===== config.mk =====
export PLATFORM = sky130hd
export DESIGN_NAME = power_timer_int_control_regs
export DESIGN_NICKNAME = d
export VERILOG_FILES = /design/src/verilog/pwr_tmr_ctl_pkg.sv /design/src/verilog/power_timer_int_control_regs.sv
export SDC_FILE = /design/constraint.sdc
export NUM_CORES = 1
export LEC_CHECK = 0
export BUFFER_PORTS_ARGS = -buffer_cell sky130_fd_sc_hd__buf_2
export CAP_MARGIN = 20
export CORE_MARGIN = 2
export CORE_UTILIZATION = 35
export DETAILED_ROUTE_END_ITERATION = 8
export PLACE_DENSITY = 0.63
export SLEW_MARGIN = 0
export SYNTH_ARGS = -nofsm -noshare
export SYNTH_HDL_FRONTEND = slang
export SYNTH_SLANG_ARGS = --single-unit
export TNS_END_PERCENT = 1

===== constraint.sdc =====
create_clock -name clk_in -period 2.45 [get_ports clk_in]
set_input_delay 0.3675 -clock clk_in [delete_from_list [all_inputs] [get_ports clk_in]]
set_output_delay 0.3675 -clock clk_in [all_outputs]
set_load 0.03 [all_outputs]

===== src/verilog/pwr_tmr_ctl_pkg.sv =====
package pwr_tmr_ctl_pkg;

	// ****************************************************************
	// Register addresses
	// ****************************************************************
	localparam logic [7:0] POWER_CONTROL_ADDR     = 8'h87;
	localparam logic [7:0] TIMER_INT_CONTROL_ADDR = 8'h88;
	localparam logic [7:0] READ_UNMAPPED          = 8'h00;

	// ****************************************************************
	// Field layouts
	// ****************************************************************
	typedef struct packed {
		logic baud_double;
		logic frame_err_view_sel;
		logic reserved;
		logic cold_start_flag;
		logic general_flag_b;
		logic general_flag_a;
		logic deep_sleep_req;
		logic light_sleep_req;
	} power_control_type;

	typedef struct packed {
		logic timer_b_overflow;
		logic timer_b_run;
		logic timer_a_overflow;
		logic timer_a_run;
		logic ext_irq_b_flag;
		logic ext_irq_b_type;
		logic ext_irq_a_flag;
		logic ext_irq_a_type;
	} timer_int_control_type;

	// Cold-start flag is handled apart from this value
	localparam power_control_type POWER_CONTROL_RESET = '0;
	localparam timer_int_control_type TIMER_INT_CONTROL_RESET = '0;

	// ****************************************************************
	// Encodings
	// ****************************************************************
	localparam logic TRIGGER_LOW_LEVEL    = 1'b0;
	localparam logic TRIGGER_FALLING_EDGE = 1'b1;
	localparam logic VIEW_MODE_SELECT     = 1'b0;
	localparam logic VIEW_FRAME_ERROR     = 1'b1;
	localparam logic PIN_IDLE_LEVEL       = 1'b1;
	localparam logic COLD_START_SET       = 1'b1;

	localparam logic [1:0] SERIAL_MODE_1 = 2'h1;
	localparam logic [1:0] SERIAL_MODE_2 = 2'h2;
	localparam logic [1:0] SERIAL_MODE_3 = 2'h3;

	typedef enum logic [1:0] {
		ST_RUN,
		ST_LIGHT_SLEEP,
		ST_DEEP_SLEEP
	} sleep_state_type;

endpackage


===== src/verilog/power_timer_int_control_regs.sv =====
`timescale 1ns/1ps

// Function
// RQ1 - Baud-double doubles serial rate in mode 2, or modes 1/3 on timer-b.
// RQ2 - View selector steers serial control bit 7 to mode bit or frame error.
// RQ3 - Cold-start flag set by power-on reset, kept through other resets.
// RQ4 - Software should clear cold-start flag after reading it.
// RQ5 - Two general flags are plain read/write storage, no side effects.
// RQ6 - Deep sleep stops core and peripheral clocks, holds program counter.
// RQ7 - Wake from deep sleep clears its request and runs waking interrupt.
// RQ8 - After wake routine returns, execution resumes after the sleep request.
// RQ9 - Both sleep bits together enter deep sleep; no light sleep after exit.
// RQ10 - Light sleep stops only processor clock and freezes program counter.
// RQ11 - Wake from light sleep clears request, runs interrupt, then resumes.
// RQ12 - Overflow sets flag; ISR entry clears it; software may write it.
// RQ13 - Run bit clear halts timer keeping count; set enables it.
// RQ14 - Edge mode: falling edge sets flag until software or ISR entry clears.
// RQ15 - Level mode: flag follows inverted pin level, software writes ignored.
// RQ16 - Trigger-type bit: 0 low-level, 1 falling-edge.
// RQ17 - With gate enabled, timer counts only while run is 1 and pin high.
// RQ18 - Pins synchronised before edge detection; edge sets flag in one cycle.
module power_timer_int_control_regs
	import pwr_tmr_ctl_pkg::*;
(
	input  wire logic                  clk_in,
	input  wire logic                  srst_in,
	input  wire logic                  por_in,
	input  wire logic [7:0]            sfr_addr_in,
	input  wire logic                  sfr_wr_in,
	input  wire logic [7:0]            sfr_wdata_in,
	input  wire logic                  sfr_rd_in,
	output logic      [7:0]            sfr_rdata_out,
	output logic                       sfr_rvalid_out,
	input  wire logic                  wake_in,
	input  wire logic                  timer_a_ovf_in,
	input  wire logic                  timer_b_ovf_in,
	input  wire logic                  timer_a_isr_in,
	input  wire logic                  timer_b_isr_in,
	input  wire logic                  ext_irq_a_isr_in,
	input  wire logic                  ext_irq_b_isr_in,
	input  wire logic                  ext_irq_a_pin_in,
	input  wire logic                  ext_irq_b_pin_in,
	input  wire logic                  timer_a_gate_in,
	input  wire logic                  timer_b_gate_in,
	input  wire logic [1:0]            serial_mode_in,
	input  wire logic                  timer_b_baud_src_in,
	output logic                       cpu_clk_en_out,
	output logic                       periph_clk_en_out,
	output logic                       pc_hold_out,
	output logic                       baud_double_out,
	output logic                       frame_err_view_sel_out,
	output logic                       timer_a_count_en_out,
	output logic                       timer_b_count_en_out,
	output power_control_type          power_control_out,
	output timer_int_control_type      timer_int_control_out
);

	// ****************************************************************
	// Helpers
	// ****************************************************************
	function automatic logic falling(input logic prev, input logic now);
		falling = prev & ~now;
	endfunction

	function automatic logic count_enable(input logic run,
			input logic gate, input logic pin);
		count_enable = run & (~gate | pin);
	endfunction

	function automatic logic addr_hit(input logic [7:0] addr,
			input logic [7:0] target);
		addr_hit = (addr == target);
	endfunction

	function automatic logic doubling_mode(input logic [1:0] mode,
			input logic timer_src);
		doubling_mode = (mode == SERIAL_MODE_2) ||
			(((mode == SERIAL_MODE_1) || (mode == SERIAL_MODE_3)) &&
			timer_src);
	endfunction

	// ****************************************************************
	// Declarations
	// ****************************************************************
	power_control_type     power_control;
	timer_int_control_type timer_int_control;
	power_control_type     wr_power_control;
	timer_int_control_type wr_timer_int_control;
	sleep_state_type       sleep_state;
	logic                  power_control_wr;
	logic                  timer_int_control_wr;
	logic                  pin_a_meta;
	logic                  pin_a_sync;
	logic                  pin_a_prev;
	logic                  pin_b_meta;
	logic                  pin_b_sync;
	logic                  pin_b_prev;
	logic                  edge_a;
	logic                  edge_b;
	logic                  waking;

	// ****************************************************************
	// Write decode and wake qualification
	// ****************************************************************
	assign wr_power_control = power_control_type'(sfr_wdata_in);
	assign wr_timer_int_control = timer_int_control_type'(sfr_wdata_in);
	assign power_control_wr = sfr_wr_in && addr_hit(sfr_addr_in, POWER_CONTROL_ADDR);
	assign timer_int_control_wr = sfr_wr_in && addr_hit(sfr_addr_in, TIMER_INT_CONTROL_ADDR);
	// Wake pulses while running are ignored
	assign waking  = wake_in && (sleep_state != ST_RUN);

	// ****************************************************************
	// Pin synchronisers
	// ****************************************************************
	always_ff @(posedge clk_in) begin
		if (srst_in) begin
			// Idle level after reset, so no false edge follows
			pin_a_meta <= PIN_IDLE_LEVEL;
			pin_a_sync <= PIN_IDLE_LEVEL;
			pin_a_prev <= PIN_IDLE_LEVEL;
			pin_b_meta <= PIN_IDLE_LEVEL;
			pin_b_sync <= PIN_IDLE_LEVEL;
			pin_b_prev <= PIN_IDLE_LEVEL;
		end else begin
			pin_a_meta <= ext_irq_a_pin_in; // RQ18
			pin_a_sync <= pin_a_meta;
			pin_a_prev <= pin_a_sync;
			pin_b_meta <= ext_irq_b_pin_in; // RQ18
			pin_b_sync <= pin_b_meta;
			pin_b_prev <= pin_b_sync;
		end
	end

	assign edge_a = falling(pin_a_prev, pin_a_sync); // RQ18
	assign edge_b = falling(pin_b_prev, pin_b_sync); // RQ18

	// ****************************************************************
	// Cold-start flag
	// ****************************************************************
	always_ff @(posedge clk_in) begin
		if (srst_in) begin
			// Warm resets leave the flag as it stands
			if (por_in) begin
				power_control.cold_start_flag <= COLD_START_SET; // RQ3
			end
		end else if (power_control_wr) begin
			power_control.cold_start_flag <= wr_power_control.cold_start_flag;
		end
	end

	// ****************************************************************
	// Power control storage
	// ****************************************************************
	always_ff @(posedge clk_in) begin
		if (srst_in) begin
			power_control.baud_double        <= POWER_CONTROL_RESET.baud_double;
			power_control.frame_err_view_sel <= POWER_CONTROL_RESET.frame_err_view_sel;
			power_control.reserved           <= POWER_CONTROL_RESET.reserved;
			power_control.general_flag_b     <= POWER_CONTROL_RESET.general_flag_b;
			power_control.general_flag_a     <= POWER_CONTROL_RESET.general_flag_a;
		end else if (power_control_wr) begin
			power_control.baud_double        <= wr_power_control.baud_double;
			power_control.frame_err_view_sel <= wr_power_control.frame_err_view_sel;
			power_control.general_flag_b     <= wr_power_control.general_flag_b; // RQ5
			power_control.general_flag_a     <= wr_power_control.general_flag_a; // RQ5
		end
	end

	// ****************************************************************
	// Sleep request bits
	// ****************************************************************
	always_ff @(posedge clk_in) begin
		if (srst_in) begin
			power_control.deep_sleep_req  <= POWER_CONTROL_RESET.deep_sleep_req;
			power_control.light_sleep_req <= POWER_CONTROL_RESET.light_sleep_req;
		end else if (waking) begin
			// Leaving deep sleep drops a pending light request too
			power_control.deep_sleep_req  <= 1'b0; // RQ7
			power_control.light_sleep_req <= 1'b0; // RQ9 RQ11
		end else if (power_control_wr) begin
			power_control.deep_sleep_req  <= wr_power_control.deep_sleep_req;
			power_control.light_sleep_req <= wr_power_control.light_sleep_req;
		end
	end

	// ****************************************************************
	// Sleep state machine
	// ****************************************************************
	always_ff @(posedge clk_in) begin
		if (srst_in) begin
			sleep_state <= ST_RUN;
		end else begin
			// Request bit acts from the edge after its write
			case (sleep_state)
				ST_RUN: begin
					if (power_control.deep_sleep_req) begin
						sleep_state <= ST_DEEP_SLEEP; // RQ9
					end else if (power_control.light_sleep_req) begin
						sleep_state <= ST_LIGHT_SLEEP;
					end
				end
				ST_LIGHT_SLEEP: begin
					if (wake_in) begin
						sleep_state <= ST_RUN; // RQ11
					end
				end
				ST_DEEP_SLEEP: begin
					if (wake_in) begin
						sleep_state <= ST_RUN; // RQ7
					end
				end
				default: begin
					sleep_state <= ST_RUN;
				end
			endcase
		end
	end

	// Program counter is only held, never moved, so the core resumes
	// after the sleep request once the waking routine returns
	assign pc_hold_out       = (sleep_state != ST_RUN); // RQ6 RQ8 RQ10
	assign cpu_clk_en_out    = (sleep_state == ST_RUN); // RQ6 RQ10
	assign periph_clk_en_out = (sleep_state != ST_DEEP_SLEEP); // RQ6 RQ10

	// ****************************************************************
	// Timer run and overflow flags
	// ****************************************************************
	always_ff @(posedge clk_in) begin
		if (srst_in) begin
			timer_int_control.timer_a_run <= TIMER_INT_CONTROL_RESET.timer_a_run;
			timer_int_control.timer_b_run <= TIMER_INT_CONTROL_RESET.timer_b_run;
		end else if (timer_int_control_wr) begin
			timer_int_control.timer_a_run <= wr_timer_int_control.timer_a_run; // RQ13
			timer_int_control.timer_b_run <= wr_timer_int_control.timer_b_run; // RQ13
		end
	end

	// Overflow outranks a same-cycle write or entry clear
	always_ff @(posedge clk_in) begin
		if (srst_in) begin
			timer_int_control.timer_a_overflow <= TIMER_INT_CONTROL_RESET.timer_a_overflow;
		end else if (timer_a_ovf_in) begin
			timer_int_control.timer_a_overflow <= 1'b1; // RQ12
		end else if (timer_int_control_wr) begin
			timer_int_control.timer_a_overflow <= wr_timer_int_control.timer_a_overflow; // RQ12
		end else if (timer_a_isr_in) begin
			timer_int_control.timer_a_overflow <= 1'b0; // RQ12
		end
	end

	always_ff @(posedge clk_in) begin
		if (srst_in) begin
			timer_int_control.timer_b_overflow <= TIMER_INT_CONTROL_RESET.timer_b_overflow;
		end else if (timer_b_ovf_in) begin
			timer_int_control.timer_b_overflow <= 1'b1; // RQ12
		end else if (timer_int_control_wr) begin
			timer_int_control.timer_b_overflow <= wr_timer_int_control.timer_b_overflow; // RQ12
		end else if (timer_b_isr_in) begin
			timer_int_control.timer_b_overflow <= 1'b0; // RQ12
		end
	end

	// Halted timer keeps its count bytes untouched outside this block
	assign timer_a_count_en_out = count_enable(timer_int_control.timer_a_run,
		timer_a_gate_in, pin_a_sync); // RQ13 RQ17
	assign timer_b_count_en_out = count_enable(timer_int_control.timer_b_run,
		timer_b_gate_in, pin_b_sync); // RQ13 RQ17

	// ****************************************************************
	// External interrupt type and flags
	// ****************************************************************
	always_ff @(posedge clk_in) begin
		if (srst_in) begin
			timer_int_control.ext_irq_a_type <= TIMER_INT_CONTROL_RESET.ext_irq_a_type;
			timer_int_control.ext_irq_b_type <= TIMER_INT_CONTROL_RESET.ext_irq_b_type;
		end else if (timer_int_control_wr) begin
			timer_int_control.ext_irq_a_type <= wr_timer_int_control.ext_irq_a_type; // RQ16
			timer_int_control.ext_irq_b_type <= wr_timer_int_control.ext_irq_b_type; // RQ16
		end
	end

	// Level mode follows the pin; writes and entry clears are ignored
	// In edge mode a new edge outranks a same-cycle clear
	always_ff @(posedge clk_in) begin
		if (srst_in) begin
			timer_int_control.ext_irq_a_flag <= TIMER_INT_CONTROL_RESET.ext_irq_a_flag;
		end else if (timer_int_control.ext_irq_a_type == TRIGGER_LOW_LEVEL) begin
			timer_int_control.ext_irq_a_flag <= ~pin_a_sync; // RQ15 RQ16
		end else if (edge_a) begin
			timer_int_control.ext_irq_a_flag <= 1'b1; // RQ14 RQ18
		end else if (timer_int_control_wr) begin
			timer_int_control.ext_irq_a_flag <= wr_timer_int_control.ext_irq_a_flag; // RQ14
		end else if (ext_irq_a_isr_in) begin
			timer_int_control.ext_irq_a_flag <= 1'b0; // RQ14
		end
	end

	always_ff @(posedge clk_in) begin
		if (srst_in) begin
			timer_int_control.ext_irq_b_flag <= TIMER_INT_CONTROL_RESET.ext_irq_b_flag;
		end else if (timer_int_control.ext_irq_b_type == TRIGGER_LOW_LEVEL) begin
			timer_int_control.ext_irq_b_flag <= ~pin_b_sync; // RQ15 RQ16
		end else if (edge_b) begin
			timer_int_control.ext_irq_b_flag <= 1'b1; // RQ14 RQ18
		end else if (timer_int_control_wr) begin
			timer_int_control.ext_irq_b_flag <= wr_timer_int_control.ext_irq_b_flag; // RQ14
		end else if (ext_irq_b_isr_in) begin
			timer_int_control.ext_irq_b_flag <= 1'b0; // RQ14
		end
	end

	// ****************************************************************
	// Serial port controls
	// ****************************************************************
	assign baud_double_out = power_control.baud_double &&
		doubling_mode(serial_mode_in, timer_b_baud_src_in); // RQ1
	assign frame_err_view_sel_out = power_control.frame_err_view_sel; // RQ2

	// ****************************************************************
	// Read port
	// ****************************************************************
	always_ff @(posedge clk_in) begin
		if (srst_in) begin
			sfr_rdata_out  <= READ_UNMAPPED;
			sfr_rvalid_out <= 1'b0;
		end else begin
			// A same-cycle write shows only on a later read
			sfr_rvalid_out <= sfr_rd_in;
			if (!sfr_rd_in) begin
				sfr_rdata_out <= READ_UNMAPPED;
			end else if (addr_hit(sfr_addr_in, POWER_CONTROL_ADDR)) begin
				sfr_rdata_out <= 8'(power_control);
			end else if (addr_hit(sfr_addr_in, TIMER_INT_CONTROL_ADDR)) begin
				sfr_rdata_out <= 8'(timer_int_control);
			end else begin
				sfr_rdata_out <= READ_UNMAPPED;
			end
		end
	end

	// ****************************************************************
	// Register views
	// ****************************************************************
	assign power_control_out     = power_control;
	assign timer_int_control_out = timer_int_control;

endmodule


Word-level counts from Yosys, hierarchy flattened:

Index checks and enable logic that the tools add are counted.

* register bits: 32
* input port bits: 35
* word-level logic and storage cells: 91

* equal/unequal tests: 13
* multiplexer cells: 23
* bitwise logic cells: 12
* reduce and logical (&&, ||, !) cells: 18

Operators by type and width (number)
* $mux 1: 17
* $eq 8x8->1 const B: 2
* $mux 8: 2
* $ne 4x2->1 const B: 2
* $eq 2x2->1 const B: 3
* $mux 2: 3
* $not 1->1: 6
* $reduce_bool 3->1: 2
* $reduce_or 2->1: 3
* $logic_and 1x1->1: 5
* $and 1x1->1: 4
* $eq 2x1->1 const B: 2
* $ne 2x1->1 const B: 2
* $pmux 2 s2: 1
* $reduce_and 2->1: 2
* $reduce_bool 2->1: 2
* $reduce_or 4->1: 1
* $ne 3x1->1 const B: 1
* $logic_not 2->1: 1
* $logic_or 1x1->1: 2
* $ne 2x2->1 const B: 1
* $or 1x1->1: 2

Depth between registers and ports, before layout:

* word-level depth: 5
* depth in mapped cells: 5
* gate-level depth less buffers: 5

Worst setup path after synthesis:

No wires, ideal clock.

* path type: input port to flip-flop
* start: input sfr_addr_in[5]
* end: register power_control (netlist bit power_control_out[4]) (enable)
* setup time: 0.324 ns
* arrival time: 1.354 ns
* data required time: 2.126 ns
* setup slack: 0.771 ns
* stages: 3
* path through: or4b_4 > buf_6 > o41ai_2

* longest elaborated chain between the ends: 4

Ends and longest elaborated chain
* start: declaration: line power_timer_int_control_regs.sv:28 `input wire logic [7:0] sfr_addr_in,`
* $eq 8x8->1: line power_timer_int_control_regs.sv:72 `addr_hit = (addr == target);`
* $logic_and 1x1->1: line power_timer_int_control_regs.sv:107 `assign power_control_wr = sfr_wr_in && addr_hit(sfr_addr_in, POWER_CONTROL_ADDR);`
* $reduce_bool 2->1 (no source line)
* $reduce_and 2->1 (no source line)
* end: declaration: line power_timer_int_control_regs.sv:85 `power_control_type power_control;`

Every way passes these cells.
A chain may end at the register's enable or synchronous reset.

Final worst setup path:

* start: register sleep_state[0]
* end: output pc_hold_out

* longest elaborated chain between the ends: 1

Ends and longest elaborated chain
* start: declaration: line power_timer_int_control_regs.sv:89 `sleep_state_type sleep_state;`
* start signal: assignment: line power_timer_int_control_regs.sv:191 `sleep_state <= ST_RUN;`
* start signal: assignment: line power_timer_int_control_regs.sv:197 `sleep_state <= ST_DEEP_SLEEP;`
* start signal: assignment: line power_timer_int_control_regs.sv:199 `sleep_state <= ST_LIGHT_SLEEP;`
* $reduce_bool 2->1: line power_timer_int_control_regs.sv:221 `assign pc_hold_out = (sleep_state != ST_RUN);`
* end: declaration: line power_timer_int_control_regs.sv:49 `output logic pc_hold_out,`

Every way passes these cells.

==> impl_summary.md <==
Run status
The run finished with clean final reports.

Finish
In the final layout, the share of cells above drive strength 1 is 40.7%. Cells fill a little under half of the core in the end. The antenna diode count is 0. The layout has 419 filler cells. Leaving out fill and tap cells, the most frequent cell in the layout is sky130_fd_sc_hd__buf_2. The finished layout cell area is between 1500 and 2000 um2.

In the layout the commonest cells are sky130_fd_sc_hd__buf_2 (65), sky130_fd_sc_hd__dfxtp_1 (31), sky130_fd_sc_hd__a21oi_1 (14). The final layout contains 250 nets. The growth of design area from synthesis to finish is 30.7%.

Timing
Setup repair after global routing left no endpoint under its margin. The max-slew violation count came to 0. The maximum clock frequency is 0.637 GHz.

The hold violation count in the final report was 0. After layout, the worst path uses 64.0% of the clock period. The number of endpoints failing setup at the final stage is 0.

The clock arrives with 0.00276 ns of skew. The time the worst path needs with I/O delays and setup is 1.57 ns. The final total negative setup slack is 0 ns.

Clock network
CTS saw 32 sinks. The tree is rooted in a sky130_fd_sc_hd__clkbuf_8. After clock tree synthesis, the clock-pin slew on the worst setup and hold paths is 0.07 ns. The H-tree was split into 2 levels. The longest clock path from root to sink contains 2 buffers. The setup fix buffers added after clock tree synthesis is 0. TritonCTS built the clock tree. The number of CTS-inserted buffers is 5. The post-cts repair resize count is 0.

Hold repair after CTS inserted 0 buffers. The insertion delay to the later sink of the worst-skew pair is 0.29 ns.

Global routing
The initial antenna violation count is 0. Entering global routing, the biggest net connects 26 pins. The total overflow left after global routing is 0. The total routing usage reported by global routing is between 10% and 20%. The global-route wire length before repair is 5.39 mm. The number of global-route vias before repair is 1139.

Pwr
The cell leakage power is 0.820 nW. Net switching is 22.8% of the power. The areal power density over the cells is between 500 and 600 nW/um2. In this run the power spent charging and discharging nets is roughly 0.26 mW. The relative contribution of the clock network to total power is 43.9%. The maximum VDD drop is between 0.4 and 0.5 mV. In this run, flip-flops and latches consume about 48% of the power. The internal power contribution is 0.872 mW. The relative contribution of combinational cells to total power is 8.6%.

Floorplanning
The die covers 4640 um2. In this run the count of I/O pins placed on the die edge is 67. The floorplan step set the die width to 68.1 um.

The core box area is 3970 um2. The initial core utilization is 36.3%. In this run the core area contains 23 standard-cell rows.

The height of the die is slightly below 70 um.

Critical path
The worst setup path is captured at an output pin. The startpoint-to-endpoint class of the critical path is flip-flop to output pin. The data required time at the worst endpoint is 2.08 ns. Data arrives at the worst endpoint at 1.20 ns. The kind of start point of the critical path is a flip-flop. Of all nets on the critical path, the largest fanout is 5.

Drt
After detailed routing, the average wire length per cell comes to 13.8 um. The total iterations of the first detailed-routing run is 4. Dividing the detail-routed via count by the number of cells gives around 5. Wires add up to 3.64 mm. The count of nets left with antenna violations once routing finished came out at 0. The number of vias after detailed routing is 1331.

For this run, design rule violations remaining after detail routing come to 0. The violation count after the first detailed-route iteration is 65.

Logic synthesis
In this run the mean area of a mapped cell was 9.54 um2. The number of enable flip-flop cells after synthesis is 1. The post-synthesis async set-or-reset flop share is 0%.

The unique cell type count in the Yosys netlist is 37. The sequential cell area fraction in the yosys report is 45.2%. The post-synth net total is 188. During synthesis, Yosys emitted a total of 0 warnings. The mapped netlist covers 1440 um2. In this run, synthesis produced a sequential element count of 32. The most common flop cell mapped by yosys is sky130_fd_sc_hd__dfxtp_1. The number of cells produced by synthesis is 151.

Worst hold path
The tightest min-delay check is of the input pin to flip-flop type.

Place
The global placement routability congestion is between 0.7 and 0.8. The detailed placer's ending HPWL is around 2.6 mm. The count of buffers added on input and output ports is 65. The instance area at placement is 1770 um2.

Flow run
The max-capacitance violation count is 0.
[worst paths after layout]
check,from,end,slack (ns),cells past startpoint
min,ext_irq_a_pin_in,pin_a_meta,0.26,2
min reg2reg,pin_a_meta,pin_a_sync,0.41,1
max,sleep_state[0],pc_hold_out,0.88,4
max reg2reg,sleep_state[0],sleep_state[0],1.28,5
[cells by family after synthesis]
kind of cell / share of synthesized area, %
other: 0.260
DFF: 45.2
AOI/OAI and AO/OA: 24.8
adders and majority gates: 1.74
buffers and inverters: 8.17
muxes: 0.695
and+or+nand+nor: 19.1
[sequential cells by signal, indices dropped and copies added (netlist names)]
name and cells:
pin_a_prev 1, pin_b_prev 1, power_control_out 6, pin_b_meta 1, frame_err_view_sel_out 1, pin_a_sync 1, pin_b_sync 1, timer_int_control_out 8
pin_a_meta 1, sfr_rvalid_out 1, sleep_state 2, sfr_rdata_out 8
[through the flow]
stage          std cells  setup WS [ns]  power (mW)  hold slack [ns]
3_3_place_gp         256          0.687       0.644            0.392
6_report             264          0.881        1.13            0.260
5_1_grt              264          0.800        1.17            0.260
4_1_cts              264          0.863        1.14            0.254
3_5_place_dp         256          0.679       0.645            0.399
2_1_floorplan        151          0.771       0.600            0.389
[cell type report]
class                      instances  area (um2)  area share [%]
multi-input combinational         94         672            35.7
tap                               50        62.6            3.32
clock inverter                     2        35.0            1.86
sequential                        32         651            34.6
clock buffer                       6        72.6            3.86
timing repair buffer              67         340            18.1
inverter                          13        48.8            2.59
[cells in the mapped netlist (3+ instances only)]
| library cell | n | area (um2) |
|---|---|---|
| sky130_fd_sc_hd__a21o_1 | 4 | 30.0 |
| sky130_fd_sc_hd__a21oi_1 | 14 | 70.1 |
| sky130_fd_sc_hd__a22oi_1 | 7 | 52.6 |
| sky130_fd_sc_hd__clkbuf_1 | 7 | 26.3 |
| sky130_fd_sc_hd__dfxtp_1 | 31 | 621 |
| sky130_fd_sc_hd__inv_1 | 13 | 48.8 |
| sky130_fd_sc_hd__nand2b_1 | 3 | 18.8 |
| sky130_fd_sc_hd__nand4_1 | 12 | 75.1 |
| sky130_fd_sc_hd__nor2_1 | 7 | 26.3 |
| sky130_fd_sc_hd__o31ai_1 | 10 | 75.1 |
| sky130_fd_sc_hd__or2_2 | 7 | 43.8 |
[metal layers]
| metal | GRT usage, % | routed length, um |
|---|---|---|
| met1 | 21.3 | 1620 |
| met2 | 23.7 | 1720 |
| met3 | 4.11 | 275 |
| met4 | 9.00 | 24 |
| met5 | 0 | 0 |
[critical path, stage by stage, from the launching register on]
cell and delay [ns]:
sky130_fd_sc_hd__dfxtp_1 0.33, sky130_fd_sc_hd__inv_1 0.06, sky130_fd_sc_hd__ha_1 0.25, sky130_fd_sc_hd__inv_1 0.08, sky130_fd_sc_hd__buf_2 0.19
[power by group through the flow]
stage               Combinational [mW]  Sequential (mW)  Clock, mW
floorplan                       0.0441            0.556          0
global placement                0.0966            0.547          0
detailed placement              0.0976            0.547          0
CTS                             0.0978            0.536      0.507
global route                     0.105            0.537      0.524
finish                          0.0973            0.536      0.496
Note: power is estimated with default switching activity, not from simulation.
